<file path="src/design/grt_pkg.sv">
`default_nettype none
package grt_pkg;

  // register port geometry
  localparam int ADDR_W = 4;
  localparam int DATA_W = 16;
  localparam int STAT_W = 2;
  localparam int PS_W   = 8;

  // register offsets
  localparam logic [ADDR_W-1:0] ADDR_CTRL   = 4'h0;
  localparam logic [ADDR_W-1:0] ADDR_COUNT  = 4'h1;
  localparam logic [ADDR_W-1:0] ADDR_PERIOD = 4'h2;
  localparam logic [ADDR_W-1:0] ADDR_OSC    = 4'h3;
  localparam logic [ADDR_W-1:0] ADDR_STAT   = 4'h4;
  localparam logic [ADDR_W-1:0] ADDR_MASK   = 4'h5;

  // timer_control field positions
  localparam int CTRL_ON_BIT   = 15;
  localparam int CTRL_SIDL_BIT = 13;
  localparam int CTRL_GATE_BIT = 6;
  localparam int CTRL_PS_LSB   = 4;
  localparam int CTRL_SYNC_BIT = 2;
  localparam int CTRL_CS_BIT   = 1;

  // oscillator_control field position
  localparam int OSC_LPEN_BIT = 1;

  // status and mask bit positions
  localparam int STAT_MATCH_BIT = 0;
  localparam int STAT_WAKE_BIT  = 1;

  // prescale select codes
  typedef enum logic [1:0] {
    GRT_PS_1   = 2'h0,
    GRT_PS_8   = 2'h1,
    GRT_PS_64  = 2'h2,
    GRT_PS_256 = 2'h3
  } grt_ps_t;

  // prescaler terminal counts (ratio minus one)
  localparam logic [PS_W-1:0] PS_LIM_1   = 8'h00;
  localparam logic [PS_W-1:0] PS_LIM_8   = 8'h07;
  localparam logic [PS_W-1:0] PS_LIM_64  = 8'h3f;
  localparam logic [PS_W-1:0] PS_LIM_256 = 8'hff;

  // reset values
  localparam logic [DATA_W-1:0] COUNT_RST  = 16'h0000;
  localparam logic [DATA_W-1:0] PERIOD_RST = 16'hffff;
  localparam logic [STAT_W-1:0] STAT_RST   = 2'h0;

endpackage
`default_nettype wire

</file>
<file path="src/design/grt_sync.sv">
`timescale 1ns/1ps
`default_nettype none
module grt_sync #(
  parameter int WIDTH = 2
) (
  input  wire logic             ref_clk,
  input  wire logic             rst_b,
  input  wire logic [WIDTH-1:0] din,
  output logic      [WIDTH-1:0] dout
);
  import grt_pkg::*;

  logic [WIDTH-1:0] stage1_reg;
  logic [WIDTH-1:0] stage2_reg;

  if (WIDTH < 1) begin : g_chk
    $error("grt_sync: WIDTH must be at least 1");
  end

  // two flops, only the second is read outside
  always_ff @(posedge ref_clk) begin
    if (!rst_b) begin
      stage1_reg <= '0;
      stage2_reg <= '0;
    end else begin
      stage1_reg <= din;
      stage2_reg <= stage1_reg;
    end
  end

  assign dout = stage2_reg;

endmodule
`default_nettype wire

</file>
<file path="src/design/grt_prescaler.sv">
`timescale 1ns/1ps
`default_nettype none
module grt_prescaler #(
  parameter int WIDTH = 8
) (
  input  wire logic             ref_clk,
  input  wire logic             rst_b,
  input  wire logic             clear,
  input  wire logic             tickIn,
  input  wire logic [WIDTH-1:0] limit,
  output logic                  tickOut
);
  import grt_pkg::*;

  logic [WIDTH-1:0] div_reg;

  if (WIDTH < PS_W) begin : g_chk
    $error("grt_prescaler: WIDTH too small for divide by 256");
  end

  // counts input ticks, wraps at limit
  always_ff @(posedge ref_clk) begin
    if (!rst_b) begin
      div_reg <= '0;
    end else if (clear) begin
      div_reg <= '0;
    end else if (tickIn) begin
      div_reg <= (div_reg == limit) ? '0 : WIDTH'(div_reg + 1'b1);
    end
  end

  assign tickOut = tickIn && !clear && (div_reg == limit);
endmodule
`default_nettype wire

</file>
<file path="src/design/grt_timer16.sv">
`timescale 1ns/1ps
`default_nettype none
// How it works
// - gated mode counts instruction cycles only while the gate pin is high
// - in idle the count halts when idle stop is set, else it runs
// - input ticks pass a prescaler of 1, 8, 64 or 256
// - count write or control write while the timer is on, and reset, clear the prescaler
// - with the timer off only reset clears the prescaler
// - control writes keep the count; only count writes change it
// - in sleep only an on, external, unsynchronised timer counts
// - count rises to the period value, then wraps to zero
// - period match sets the match flag, interrupt if enabled
// - match flag stays set until software writes one to clear it
// - gate falling edge in gated mode also sets the match flag
// - on, external, ungated timer counts oscillator rising edges when the oscillator is enabled, else gate pin rising edges
// - oscillator enable blocks normal modes, wakes on carry-out
// - unsynchronised oscillator counting continues through sleep
// - interrupt output follows flag and its enable both being set, one cycle later
module grt_timer16 (
  input  wire logic                       ref_clk,
  input  wire logic                       rst_b,
  input  wire logic [grt_pkg::ADDR_W-1:0] regAddr,
  input  wire logic [grt_pkg::DATA_W-1:0] wrData,
  input  wire logic                       wrStrobe,
  input  wire logic                       rdStrobe,
  output logic      [grt_pkg::DATA_W-1:0] rdData,
  input  wire logic                       gateClockInput,
  input  wire logic                       lowPowerOscClk,
  input  wire logic                       cpuIdle,
  input  wire logic                       cpuSleep,
  output logic                            irqOut,
  output logic                            wakeEvent
);
  import grt_pkg::*;

  logic                wrCtrl;
  logic                wrCount;
  logic                wrPeriod;
  logic                wrOsc;
  logic                wrStat;
  logic                wrMask;

  logic                timerOn_reg;
  logic                idleStop_reg;
  logic                gateAccumulateEnable_reg;
  grt_ps_t             prescaleSelect_reg;
  logic                extClockSync_reg;
  logic                clockSourceSelect_reg;
  logic                lowPowerOscEnable_reg;
  logic [DATA_W-1:0]   period_reg;
  logic [DATA_W-1:0]   countValue_reg;
  logic [DATA_W-1:0]   countValue_next;
  logic [STAT_W-1:0]   irqFlag_reg;
  logic [STAT_W-1:0]   irqFlag_next;
  logic [STAT_W-1:0]   irqEnable_reg;
  logic [STAT_W-1:0]   flagSet;
  logic [STAT_W-1:0]   flagClr;
  logic                irqOut_reg;
  logic                wakeEvent_reg;
  logic [DATA_W-1:0]   rdData_reg;
  logic [DATA_W-1:0]   ctrlView;
  logic [DATA_W-1:0]   oscView;

  logic [1:0]          pinSync;
  logic [1:0]          pinPrev_reg;
  logic                gateLevel;
  logic                gateFall;
  logic                extRise;
  logic                srcTick;
  logic                runOk;
  logic                tickIn;
  logic                psClear;
  logic [PS_W-1:0]     psLimit;
  logic                incr;
  logic                match;
  logic                rollover;
  logic                gateEnd;

  // register decode
  assign wrCtrl   = wrStrobe && (regAddr == ADDR_CTRL);
  assign wrCount  = wrStrobe && (regAddr == ADDR_COUNT);
  assign wrPeriod = wrStrobe && (regAddr == ADDR_PERIOD);
  assign wrOsc    = wrStrobe && (regAddr == ADDR_OSC);
  assign wrStat   = wrStrobe && (regAddr == ADDR_STAT);
  assign wrMask   = wrStrobe && (regAddr == ADDR_MASK);

  // timer control fields; writing them leaves the count alone
  always_ff @(posedge ref_clk) begin
    if (!rst_b) begin
      timerOn_reg              <= 1'b0;
      idleStop_reg             <= 1'b0;
      gateAccumulateEnable_reg <= 1'b0;
      prescaleSelect_reg       <= GRT_PS_1;
      extClockSync_reg         <= 1'b0;
      clockSourceSelect_reg    <= 1'b0;
    end else if (wrCtrl) begin
      timerOn_reg              <= wrData[CTRL_ON_BIT];
      idleStop_reg             <= wrData[CTRL_SIDL_BIT];
      gateAccumulateEnable_reg <= wrData[CTRL_GATE_BIT];
      prescaleSelect_reg       <= grt_ps_t'(wrData[CTRL_PS_LSB +: 2]);
      extClockSync_reg         <= wrData[CTRL_SYNC_BIT];
      clockSourceSelect_reg    <= wrData[CTRL_CS_BIT];
    end
  end

  // oscillator control
  always_ff @(posedge ref_clk) begin
    if (!rst_b) begin
      lowPowerOscEnable_reg <= 1'b0;
    end else if (wrOsc) begin
      lowPowerOscEnable_reg <= wrData[OSC_LPEN_BIT];
    end
  end

  // period register
  always_ff @(posedge ref_clk) begin
    if (!rst_b) begin
      period_reg <= PERIOD_RST;
    end else if (wrPeriod) begin
      period_reg <= wrData;
    end
  end

  // pins cross into ref_clk through two flops
  grt_sync #(
    .WIDTH (2)
  ) u_sync (
    .ref_clk (ref_clk),
    .rst_b   (rst_b),
    .din     ({lowPowerOscClk, gateClockInput}),
    .dout    (pinSync)
  );

  always_ff @(posedge ref_clk) begin
    if (!rst_b) begin
      pinPrev_reg <= 2'h0;
    end else begin
      pinPrev_reg <= pinSync;
    end
  end

  assign gateLevel = pinSync[0];
  assign gateFall  = !pinSync[0] && pinPrev_reg[0];
  // external source: oscillator when enabled, else the gate pin
  assign extRise   = lowPowerOscEnable_reg ?
                     (pinSync[1] && !pinPrev_reg[1]) :
                     (pinSync[0] && !pinPrev_reg[0]);

  // source tick selection
  always_comb begin
    srcTick = 1'b0;
    if (clockSourceSelect_reg) begin
      srcTick = extRise && !(lowPowerOscEnable_reg &&
                             gateAccumulateEnable_reg);
    end else if (lowPowerOscEnable_reg) begin
      srcTick = 1'b0;
    end else if (gateAccumulateEnable_reg) begin
      srcTick = gateLevel;
    end else begin
      srcTick = 1'b1;
    end
  end

  // power-state gating
  always_comb begin
    runOk = timerOn_reg;
    if (cpuIdle && idleStop_reg) begin
      runOk = 1'b0;
    end
    if (cpuSleep && !(clockSourceSelect_reg && !extClockSync_reg)) begin
      runOk = 1'b0;
    end
  end

  assign tickIn  = runOk && srcTick;
  assign psClear = (wrCount || wrCtrl) && timerOn_reg;

  always_comb begin
    case (prescaleSelect_reg)
      GRT_PS_1:   psLimit = PS_LIM_1;
      GRT_PS_8:   psLimit = PS_LIM_8;
      GRT_PS_64:  psLimit = PS_LIM_64;
      GRT_PS_256: psLimit = PS_LIM_256;
      default:    psLimit = PS_LIM_1;
    endcase
  end

  grt_prescaler #(
    .WIDTH (PS_W)
  ) u_prescaler (
    .ref_clk (ref_clk),
    .rst_b   (rst_b),
    .clear   (psClear),
    .tickIn  (tickIn),
    .limit   (psLimit),
    .tickOut (incr)
  );

  assign match    = (countValue_reg == period_reg);
  assign rollover = incr && match;
  assign gateEnd  = timerOn_reg && !clockSourceSelect_reg &&
                    gateAccumulateEnable_reg && !lowPowerOscEnable_reg &&
                    gateFall;

  // count value
  always_comb begin
    countValue_next = countValue_reg;
    if (wrCount) begin
      countValue_next = wrData;
    end else if (rollover) begin
      countValue_next = COUNT_RST;
    end else if (incr) begin
      countValue_next = DATA_W'(countValue_reg + 1'b1);
    end
  end

  always_ff @(posedge ref_clk) begin
    if (!rst_b) begin
      countValue_reg <= COUNT_RST;
    end else begin
      countValue_reg <= countValue_next;
    end
  end

  // sticky flags, write one to clear, set wins
  always_comb begin
    flagSet                 = '0;
    flagSet[STAT_MATCH_BIT] = rollover || gateEnd;
    flagSet[STAT_WAKE_BIT]  = rollover && lowPowerOscEnable_reg;
    flagClr                 = wrStat ? wrData[STAT_W-1:0] : '0;
    irqFlag_next            = (irqFlag_reg & ~flagClr) | flagSet;
  end

  always_ff @(posedge ref_clk) begin
    if (!rst_b) begin
      irqFlag_reg <= STAT_RST;
    end else begin
      irqFlag_reg <= irqFlag_next;
    end
  end

  always_ff @(posedge ref_clk) begin
    if (!rst_b) begin
      irqEnable_reg <= STAT_RST;
    end else if (wrMask) begin
      irqEnable_reg <= wrData[STAT_W-1:0];
    end
  end

  // interrupt and wake outputs
  always_ff @(posedge ref_clk) begin
    if (!rst_b) begin
      irqOut_reg <= 1'b0;
    end else begin
      irqOut_reg <= |(irqFlag_reg & irqEnable_reg);
    end
  end

  always_ff @(posedge ref_clk) begin
    if (!rst_b) begin
      wakeEvent_reg <= 1'b0;
    end else begin
      wakeEvent_reg <= rollover && lowPowerOscEnable_reg;
    end
  end

  // read views
  always_comb begin
    ctrlView                        = '0;
    ctrlView[CTRL_ON_BIT]           = timerOn_reg;
    ctrlView[CTRL_SIDL_BIT]         = idleStop_reg;
    ctrlView[CTRL_GATE_BIT]         = gateAccumulateEnable_reg;
    ctrlView[CTRL_PS_LSB +: 2]      = prescaleSelect_reg;
    ctrlView[CTRL_SYNC_BIT]         = extClockSync_reg;
    ctrlView[CTRL_CS_BIT]           = clockSourceSelect_reg;
    oscView                         = '0;
    oscView[OSC_LPEN_BIT]           = lowPowerOscEnable_reg;
  end

  // read data valid the cycle after the strobe, zero otherwise
  always_ff @(posedge ref_clk) begin
    if (!rst_b) begin
      rdData_reg <= '0;
    end else if (rdStrobe) begin
      case (regAddr)
        ADDR_CTRL:   rdData_reg <= ctrlView;
        ADDR_COUNT:  rdData_reg <= countValue_reg;
        ADDR_PERIOD: rdData_reg <= period_reg;
        ADDR_OSC:    rdData_reg <= oscView;
        ADDR_STAT:   rdData_reg <= {{(DATA_W-STAT_W){1'b0}}, irqFlag_reg};
        ADDR_MASK:   rdData_reg <= {{(DATA_W-STAT_W){1'b0}}, irqEnable_reg};
        default:     rdData_reg <= '0;
      endcase
    end else begin
      rdData_reg <= '0;
    end
  end

  assign rdData    = rdData_reg;
  assign irqOut    = irqOut_reg;
  assign wakeEvent = wakeEvent_reg;
endmodule
`default_nettype wire

</file>
<file path="config.mk">
export PLATFORM = sky130hd
export DESIGN_NAME = grt_timer16
export DESIGN_NICKNAME = d
export VERILOG_FILES = /design/src/design/grt_pkg.sv /design/src/design/grt_sync.sv /design/src/design/grt_prescaler.sv /design/src/design/grt_timer16.sv
export SDC_FILE = /design/constraint.sdc
export NUM_CORES = 1
export LEC_CHECK = 0
export BUFFER_PORTS_ARGS = -buffer_cell sky130_fd_sc_hd__buf_2
export CORE_ASPECT_RATIO = 1.5
export CORE_MARGIN = 2
export CORE_UTILIZATION = 40
export DETAILED_ROUTE_END_ITERATION = 16
export PLACE_DENSITY = 0.64
export SLEW_MARGIN = 15
export SYNTH_ARGS = -nofsm -noshare
export SYNTH_HDL_FRONTEND = slang
export SYNTH_HIERARCHICAL = 1
export SYNTH_SLANG_ARGS = --single-unit
export TNS_END_PERCENT = 5
</file>
<file path="constraint.sdc">
create_clock -name ref_clk -period 2.5 [get_ports ref_clk]
set_input_delay 0.5 -clock ref_clk [delete_from_list [all_inputs] [get_ports ref_clk]]
set_output_delay 0.5 -clock ref_clk [all_outputs]
set_load 0.01 [all_outputs]
</file>
## Word-level counts from Yosys, hierarchy flattened

Index checks and enable logic that the tools add are counted.

- Add/sub/neg operators: 2
- Muxes and demuxes: 13
- Equal/unequal tests: 10
- Reductions and logical operators: 41
- Bitwise gates (word level): 5

Operators with widths:

| cell | number |
|---|---|
| 16-bit one-hot mux with 6 select lines | 1 |
| 16-bit two-way mux | 3 |
| 8-bit one-hot mux with 4 select lines | 1 |
| 1-bit logical AND | 24 |
| 16-bit by 1-bit adder with 16-bit output (second input constant) | 1 |
| 16-bit == test | 1 |
| 1-bit logical NOT | 9 |
| 8-bit by 1-bit adder with 8-bit output (second input constant) | 1 |
| 4-bit by 2-bit == test with 1-bit output (second input constant) | 2 |
| 4-bit by 3-bit == test with 1-bit output (second input constant) | 2 |
| 8-bit == test | 1 |
| 8-bit two-way mux | 1 |
| 1-bit two-way mux | 6 |
| 2-bit bitwise AND | 2 |
| 2-bit == test (second input constant) | 2 |
| 4-bit by 1-bit == test with 1-bit output (second input constant) | 1 |
| 4-bit logical NOT | 1 |
| 2-bit OR reduction | 2 |
| 3-bit nonzero test | 1 |
| 2-bit by 1-bit == test with 1-bit output (second input constant) | 1 |
| 2-bit logical NOT | 1 |
| 1-bit logical OR | 2 |
| 2-bit two-way mux | 1 |
| 2-bit NOT | 1 |
| 3 further kinds | 3 |

- Logic and storage cells: 89
- Flip-flop bits (word level): 76
- Input port bits: 28
- Output and inout port bits: 18

## Logic depth before layout (Yosys ltp)

Gate-level depths: netlist of the first run.

- Depth after elaboration: 11
- Gate-level depth with buffers: 14
- Mapped depth without buffers: 12

## Hierarchy

The synthesis of the first run kept the hierarchy.

By module, submodules not included:

| module | area an instance (um2) | sequential area each (um2) | cells each | times used |
|---|---|---|---|---|
| grt_timer16 | 3149.3 | 1281.2 | 388 | 1 |
| grt_prescaler | 440.4 | 160.2 | 49 | 1 |
| grt_sync | 105.1 | 80.1 | 8 | 1 |

## Worst setup path after synthesis of the first run

No wires, ideal clock.

- Path type: reg2reg
- From: register u_sync.stage2_reg[0], in the netlist u_sync/dout[0]
- To: register countValue_reg[10]
- Required time: 2.380 ns
- Arrival: 2.287 ns
- Cell stages (with the launch flop): 15
- Path slack: 0.092 ns
- Clock period less this slack: 2.408 ns
- Setup time: 0.120 ns
- Path buffers: 2
- Cell sequence: dfxtp_1 inv_1 a21oi_1 a21oi_1 o21ai_0 and4_1 buf_2 nand2_1 nor4_1 clkbuf_1 nand3_1 nor3_1 xnor2_1 o21ai_0 a21oi_1

- Word-level cells in the longest chain between the ends: 10
- Elaborated cells between the ends (all ways): 13
- Classes of those cells: 6 x mux; 7 x reduce/logical

RTL lines:

| what | RTL line | RTL |
|---|---|---|
| from (decl) | grt_sync.sv:14 | `logic [WIDTH-1:0] stage2_reg;` |
| from (signal assigned) | grt_sync.sv:27 | `stage2_reg <= stage1_reg;` |
| 1-bit logical AND | grt_timer16.sv:147 | `(pinSync[0] && !pinPrev_reg[0]);` |
| 1-bit two-way mux | grt_timer16.sv:145 | `assign extRise = lowPowerOscEnable_reg ?` |
| 1-bit logical AND | grt_timer16.sv:153 | `srcTick = extRise && !(lowPowerOscEnable_reg &&` |
| 1-bit two-way mux (*) | grt_timer16.sv:152 | `if (clockSourceSelect_reg) begin` |
| 1-bit logical AND (*) | grt_timer16.sv:175 | `assign tickIn = runOk && srcTick;` |
| via tickIn | grt_timer16.sv:71 | `logic tickIn;` |
| 1-bit logical AND (*) (2 in a row) | grt_prescaler.sv:32 | `assign tickOut = tickIn && !clear && (div_reg == limit);` |
| via incr | grt_timer16.sv:74 | `logic incr;` |
| 1-bit logical AND | grt_timer16.sv:200 | `assign rollover = incr && match;` |
| 16-bit two-way mux | grt_timer16.sv:210 | `end else if (rollover) begin` |
| 16-bit two-way mux | grt_timer16.sv:208 | `if (wrCount) begin` |
| to (signal assigned) | grt_timer16.sv:221 | `countValue_reg <= countValue_next;` |
| to (decl) | grt_timer16.sv:51 | `logic [DATA_W-1:0] countValue_reg;` |

The timed path passes the listed nets; every way through them passes the cells marked *.
A chain may end at the register's enable or synchronous reset.

## Final worst setup path of the first run

- From: register prescaleSelect_reg[1]
- To: register countValue_reg[3]

- Word-level cells in the longest chain between the ends: 7
- Elaborated cells between the ends (all ways): 11
- Classes of those cells: 4 x eq/ne; 3 x mux; 4 x reduce/logical

RTL lines:

| what | RTL line | RTL |
|---|---|---|
| from (decl) | grt_timer16.sv:46 | `grt_ps_t prescaleSelect_reg;` |
| from (signal assigned) | grt_timer16.sv:100 | `prescaleSelect_reg <= grt_ps_t'(wrData[CTRL_PS_LSB +: 2]);` |
| 2-bit == test, or another cell as far along | grt_timer16.sv:179 | `case (prescaleSelect_reg)` |
| 8-bit one-hot mux with 4 select lines (*) | grt_timer16.sv:179 |  |
| via psLimit[0] | grt_timer16.sv:73 | `logic [PS_W-1:0] psLimit;` |
| 8-bit == test (*) | grt_prescaler.sv:32 |  |
| 1-bit logical AND (*) | grt_prescaler.sv:32 |  |
| via incr | grt_timer16.sv:74 |  |
| 1-bit logical AND | grt_timer16.sv:200 |  |
| 16-bit two-way mux | grt_timer16.sv:210 |  |
| 16-bit two-way mux | grt_timer16.sv:208 |  |

Marks and branches as above.

==> run metrics, run 1 <==
run status=completed; area delta synth->final=21.5%; Worst-Skew Late Latency=0.34 ns; post-synthesis adder-cell area fraction=0.00677; Synth area leader=dfxtp_1; VDD IR max=0.574 mV; CTS tree=built; final-layout fill cell count=900; Min Hold Slack=0.363 ns; largest net degree at the start of global routing=27; post-synthesis cell count=approximately 450; Final WS setup=0.211 ns; hold_buf cts=0; WP data required=2.71 ns; Design Power=3.03 mW; Setup crit start=prescaleSelect_reg[1]; top routing layer used=met4; Worst Path Max Fanout=13; largest family of logic cells by synthesized area=simple AND/OR/NAND/NOR gates; synthesized cell area=between 3000 and 4000 sq um; share of cells above drive strength 1=0.204; CTS Buf Count=9; post-detail-place hpwl=7450 um; initial antenna violation count=0; max-cap viol count=0; Detail Route Antenna Nets=0; Max H-tree Level=3; Core ar.=9090 sq um; Starting Density=0.406; gpl congestion=0.889; # DRC=0; crit end category=flip-flop; Mapped Avg Cell Area=8.30 sq um; multi-input logic area=just over 2000 sq um; GRT Total Usage=0.216; r2r setup slk=0.21 ns; CTS root buffer=clkbuf_16; post-DR wirelength/cell=16.9 um; Ports=46; Synth Area in Simple Gates=0.261; top-area cell type share of the netlist area=0.412; post-route clock period utilization=0.916; Rel. slew slack=0.579; Async S/R FF share, synth=0; final core occ=0.494; Worst EP arrival=2.50 ns; Setup WS pre-CTS=0.119 ns; combinational share of power=0.072; clock-pin slew on the worst setup and hold paths=0.06 ns; metal3 WL=483 um; via count=~3400; Top FF cell, synth=dfxtp_1; PwrDens=between 600 and 700 nW/um^2; Fmax=437 MHz; met2 WL=5380 um; post-synthesis sequential area ratio=0.412; Clock Sinks=76; synth top area cells=dfxtp_1, nand2_1, nand3_1; Final nets=526; synthesis-stage register bit count=76; critical path class=reg2reg; Worst Hold Class=in2reg; Switch Pwr=0.687 mW; final hold violation count=0; slew of the pin with the lowest slew margin=0.630 ns; vias per inst=about 5.6; Clk pwr share=0.502; Die Wd=82.5 um; worst r2r path cells=10; Reg2Reg Capture Point=countValue_reg[3]; Compound-Gate Fraction of Synth Area=0.150; Final Critical Period=2.29 ns; clock skew=roughly 0.0046 ns; Post-Syn Nets=475; total grt overflow=0; Seq. cell area=1520 sq um; Sequential Power Share=0.426; yosys warns=6; Antenna Cells=0; Die Span Y=about 120 um; EDFF count, synth=0; Met1 Wirelength=4140 um; standard-cell rows=43; die area=~10000 sq um; # setup viols final=0; unique cell type count in the Yosys netlist=45; clock buffer depth=2; switch share=0.227; post-synthesis xor/xnor area fraction=0.0969; PortBufs=45; Worst R2R Start=prescaleSelect_reg[1]; crit start category=flip-flop; total wire length=10400 um; capture point of the worst path=countValue_reg[3]; DR pass1 iterations=4; initial drt markers=278; vias in the first global route=3252; global-route wire length before repair=16200 um; Pleak=between 1.5 and 2 nW; mux cell area share after synthesis=0.0224; P_int=2.34 mW; Max Slew Vio Count=0
cells in the final DEF (no fill, tap or decap), drive strengths merged, types with 2 or more instances in the layout:
cell type	n
mux2i	6
xor2	22
a21boi	2
a21o	3
or4	2
nor3	10
o31ai	3
dfxtp	76
ha	2
and2	9
nand4	12
o22ai	2
nor4	7
inv	10
a22oi	16
and3	10
nand4b	2
nand2	67
o31a	2
mux2	2
xnor2	18
clkbuf	11
o21ai	12
o32ai	9
o21a	2
nor2	34
a21oi	28
nand3	38
bufinv	3
buf	70
area by class of cell:
cell class              count  area share
clock inverters             5      0.0240
inverters                  10     0.00920
flip-flops and latches     76       0.339
repair buffers             70      0.0920
well taps                 112      0.0312
multi-input cells         329       0.451
clock buffers              11      0.0541
how the worst min path moves through the flow:
stage	from	to	slack, ns	cells after the start
6_report	gateClockInput	u_sync/stage1_reg[0]	0.36	2
4_1_cts	gateClockInput	u_sync/stage1_reg[0]	0.36	2
2_1_floorplan	u_sync/stage1_reg[0]	u_sync/dout[0]	0.41	1
3_5_place_dp	u_sync/stage1_reg[0]	u_sync/dout[0]	0.44	1
5_1_grt	gateClockInput	u_sync/stage1_reg[0]	0.37	2
3_3_place_gp	u_sync/stage1_reg[1]	u_sync/dout[1]	0.45	1
cells by family after synthesis:
family                     after synthesis
AOI/OAI and AO/OA                       83
muxes                                    8
and+or+nand+nor                        196
xor gates and xnor gates                40
DFF                                     76
adders and majority gates                2
buffers and inverters                   40
critical path, cell delays in order, from the launching register on:
cell	delay [ns]
dfxtp_1	0.34
or2_4	0.29
xnor2_2	0.15
nand4_1	0.20
nor4_2	0.25
buf_4	0.21
buf_4	0.15
nand2_1	0.09
nor3_4	0.14
buf_4	0.22
o32ai_1	0.11
power groups by stage:
stage	logic (mW)	registers (mW)	clock network, mW
after floorplan	0.157	1.29	0
after global routing	0.236	1.29	1.60
after global placement	0.210	1.31	0
after detailed placement	0.213	1.31	0
final	0.218	1.29	1.52
after CTS	0.215	1.29	1.54
synthesized netlist by cell type, drive strengths merged, types with 2 or more instances:
library cell	n
dfxtp	76
nand2	67
nand3	38
nor2	34
a21oi	28
xor2	22
xnor2	18
a22oi	16
buf	15
clkbuf	15
nand4	12
o21ai	12
and3	10
inv	10
nor3	10
and2	9
o32ai	9
nor4	7
mux2i	6
a21o	3
o31ai	3
a21boi	2
ha	2
mux2	2
nand4b	2
o21a	2
o22ai	2
o31a	2
or4	2
stage by stage:
stage,instances,instance area [sq um],setup TNS [ns]
after floorplan,445,3690,0
after global placement,593,4070,0
after detailed placement,593,4070,0
after CTS,609,4420,0
after global routing,613,4490,-0.0129
final,613,4490,0
repair_timing:
action	in CTS	in global routing
gates resized for setup	0	7
setup buffers	0	4
endpoints found under the setup margin	0	11
metal layers:
metal	vias up	track usage
met2	102	0.376
li1	1663	-
met3	28	0.0548
met1	1614	0.238
met4	0	0.105
met5	-	0
Power figures use the tool's default switching activity.
==> run 2, diff against run 1 <==
--- a/config.mk
+++ b/config.mk
@@ -6,11 +6,13 @@
 export NUM_CORES = 1
 export LEC_CHECK = 0
 export BUFFER_PORTS_ARGS = -buffer_cell sky130_fd_sc_hd__buf_2
+export CELL_PAD_IN_SITES_DETAIL_PLACEMENT = 2
+export CELL_PAD_IN_SITES_GLOBAL_PLACEMENT = 2
 export CORE_ASPECT_RATIO = 1.5
 export CORE_MARGIN = 2
-export CORE_UTILIZATION = 40
+export CORE_UTILIZATION = 31
 export DETAILED_ROUTE_END_ITERATION = 16
-export PLACE_DENSITY = 0.64
+export PLACE_DENSITY = 0.78
 export SLEW_MARGIN = 15
 export SYNTH_ARGS = -nofsm -noshare
 export SYNTH_HDL_FRONTEND = slang
==> run metrics, run 2 (synthesis results as in run 1) <==
run status=completed; clock skew=0.00578 ns (+0.00117 ns); setup TNS=0 ns (unchanged); most used cell, CP=buf_4; Clock Sinks=76 (unchanged); clock-pin slew on the worst setup and hold paths=0.06 ns (about the same); slew of the pin with the lowest slew margin=0.556 ns (-0.0746 ns); VDD IR max=0.287 mV (-50%); Max Slew Vio Count=0 (unchanged); global-route wire length before repair=22400 um (+38%); WP data required=2.72 ns (about the same); via count=3601 (+5.7%); critical path class=reg2reg; commonest non-fill, non-tap cells in the layout=dfxtp_1, nand2_1, buf_2, nand3_1, nor2_1; vias in the first global route=3931 (+21%); max-cap viol count=0 (unchanged); total wire length=14300 um (+38%); Worst EP arrival=2.58 ns (+0.08 ns); Reg2Reg Capture Point=countValue_reg[13]; die area=12800 sq um (+28%); Setup crit start=prescaleSelect_reg[1]; multi-input logic area=2040 sq um (+1.1%); DR pass1 iterations=4 (unchanged); post-route clock period utilization=0.942 (+0.0266); standard-cell rows=48 (+12%); unrepaired setup endpoints after global routing=no; largest net degree at the start of global routing=24 (-11%); post-DR wirelength/cell=21.9 um (+30%); GRT Total Usage=0.232 (+0.0163); Worst Path Max Fanout=8 (-5); worst r2r path cells=10 (unchanged); Max H-tree Level=3 (unchanged); PortBufs=45 (unchanged); CTS root buffer=clkbuf_16; Detail Route Antenna Nets=0 (unchanged); post-detail-place hpwl=10300 um (+38%); Worst-Skew Late Latency=0.35 ns (about the same); Fmax=424 MHz (-2.8%); Die Span Y=138 um (+13%); initial drt markers=157 (-44%); Worst R2R Start=prescaleSelect_reg[1]; PwrDens=673 nW/um^2 (-0.16%); Antenna Cells=0 (unchanged); Worst Hold Class=in2reg; clock buffer depth=2 (unchanged); total grt overflow=0 (unchanged); Ports=46 (unchanged); final-layout fill cell count=1306 (+45%); Pleak=1.76 nW (+0.93%); capture point of the worst path=countValue_reg[13]; initial antenna violation count=0 (unchanged); Final nets=529 (+0.57%); crit path max-delay cell type=nor4_4; vias per inst=5.51 (-0.93%); Core ar.=11600 sq um (+27%); crit end category=flip-flop; CTS Buf Count=9 (unchanged); crit start category=flip-flop; Starting Density=0.319 (-0.0876); Final Critical Period=2.36 ns (+0.0664 ns); r2r setup slk=0.14 ns (-0.07 ns); # DRC=0 (unchanged); commonest non-fill, non-tap cell in the layout=dfxtp_1; share of cells above drive strength 1=0.212 (+0.00871); # setup viols final=0 (unchanged); crit path cell chain=or2_4 > xnor2_1 > nand4_1 > nor4_4 > buf_4 > inv_2 > buf_4 > and3_1 > a21oi_1 > o32ai_1; final hold violation count=0 (unchanged); gpl congestion=0.849 (-4.4%); Rel. slew slack=0.629 (+0.0507); hold_buf cts=0 (unchanged); Die Wd=93.1 um (+13%); CTS tree=built; Min Hold Slack=0.363 ns (+0.000154 ns); Seq. cell area=1520 sq um (unchanged); area delta synth->final=24.0%; CP peak stage delay=0.37 ns (+0.03 ns)
==> run 2: cell count changes in the layout (fill, tap and decap cells not counted), sizes merged <==
cell,previous run,this run
buf,70,72
clkinv,1,3
clkinvlp,1,0
==> run 2: final cells by class <==
| type | count | share of cell area |
|---|---|---|
| well taps | 150 | 0.0410 |
| repair buffers | 73 | 0.0981 |
| clock buffers | 10 | 0.0500 |
| inverters | 10 | 0.00819 |
| clock inverters | 6 | 0.0246 |
| flip-flops and latches | 76 | 0.332 |
| multi-input cells | 329 | 0.446 |
==> run 2: metrics by stage <==
stage / cell area (sq um) / std cells / util / power [mW] / worst slack [ns]
after floorplan: 3690 / 445 / - / 1.44 / 0.0923
after global placement: 4170 / 635 / 0.360 / 1.54 / 0.146
after detailed placement: 4170 / 635 / 0.360 / 1.56 / 0.0388
after CTS: 4520 / 651 / 0.390 / 3.08 / 0.0257
after global routing: 4580 / 654 / 0.395 / 3.18 / 0.0181
final: 4580 / 654 / 0.395 / 3.08 / 0.144
==> run 2: per-layer routing <==
layer | share of wire | global-route usage
met5 | 0 | 0
met2 | 0.54 | 0.436
met3 | 0.026 | 0.0405
met1 | 0.38 | 0.246
met4 | 0.058 | 0.118
==> run 2: worst min-delay path by stage <==
| stage | startpoint | endpoint | depth (start not counted) |
|---|---|---|---|
| after floorplan | u_sync/stage1_reg[0] | u_sync/dout[0] | 1 |
| after global placement | u_sync/stage1_reg[1] | u_sync/dout[1] | 1 |
| after detailed placement | u_sync/stage1_reg[0] | u_sync/dout[0] | 1 |
| after CTS | gateClockInput | u_sync/stage1_reg[0] | 2 |
| after global routing | gateClockInput | u_sync/stage1_reg[0] | 2 |
| final | gateClockInput | u_sync/stage1_reg[0] | 2 |
==> run 2: report_power, final <==
part	internal, mW	switching [mW]
Clock	0.978	0.566
Combinational	0.0994	0.156
Sequential	1.24	0.0431
==> run 2: what timing repair did <==
item / in CTS / in global routing
gates resized for setup: 2 / 8
setup buffers: 0 / 3
setup endpoints to repair: 9 / 17
pin swaps: 0 / 3
==> run 2: critical path, delay by kind of cell (launching register included) <==
family	cells	cell delay [ns]
DFF	1	0.34
buffers and inverters	3	0.40
AOI/OAI and AO/OA	2	0.26
xor gates and xnor gates	1	0.16
and+or+nand+nor	4	1.07
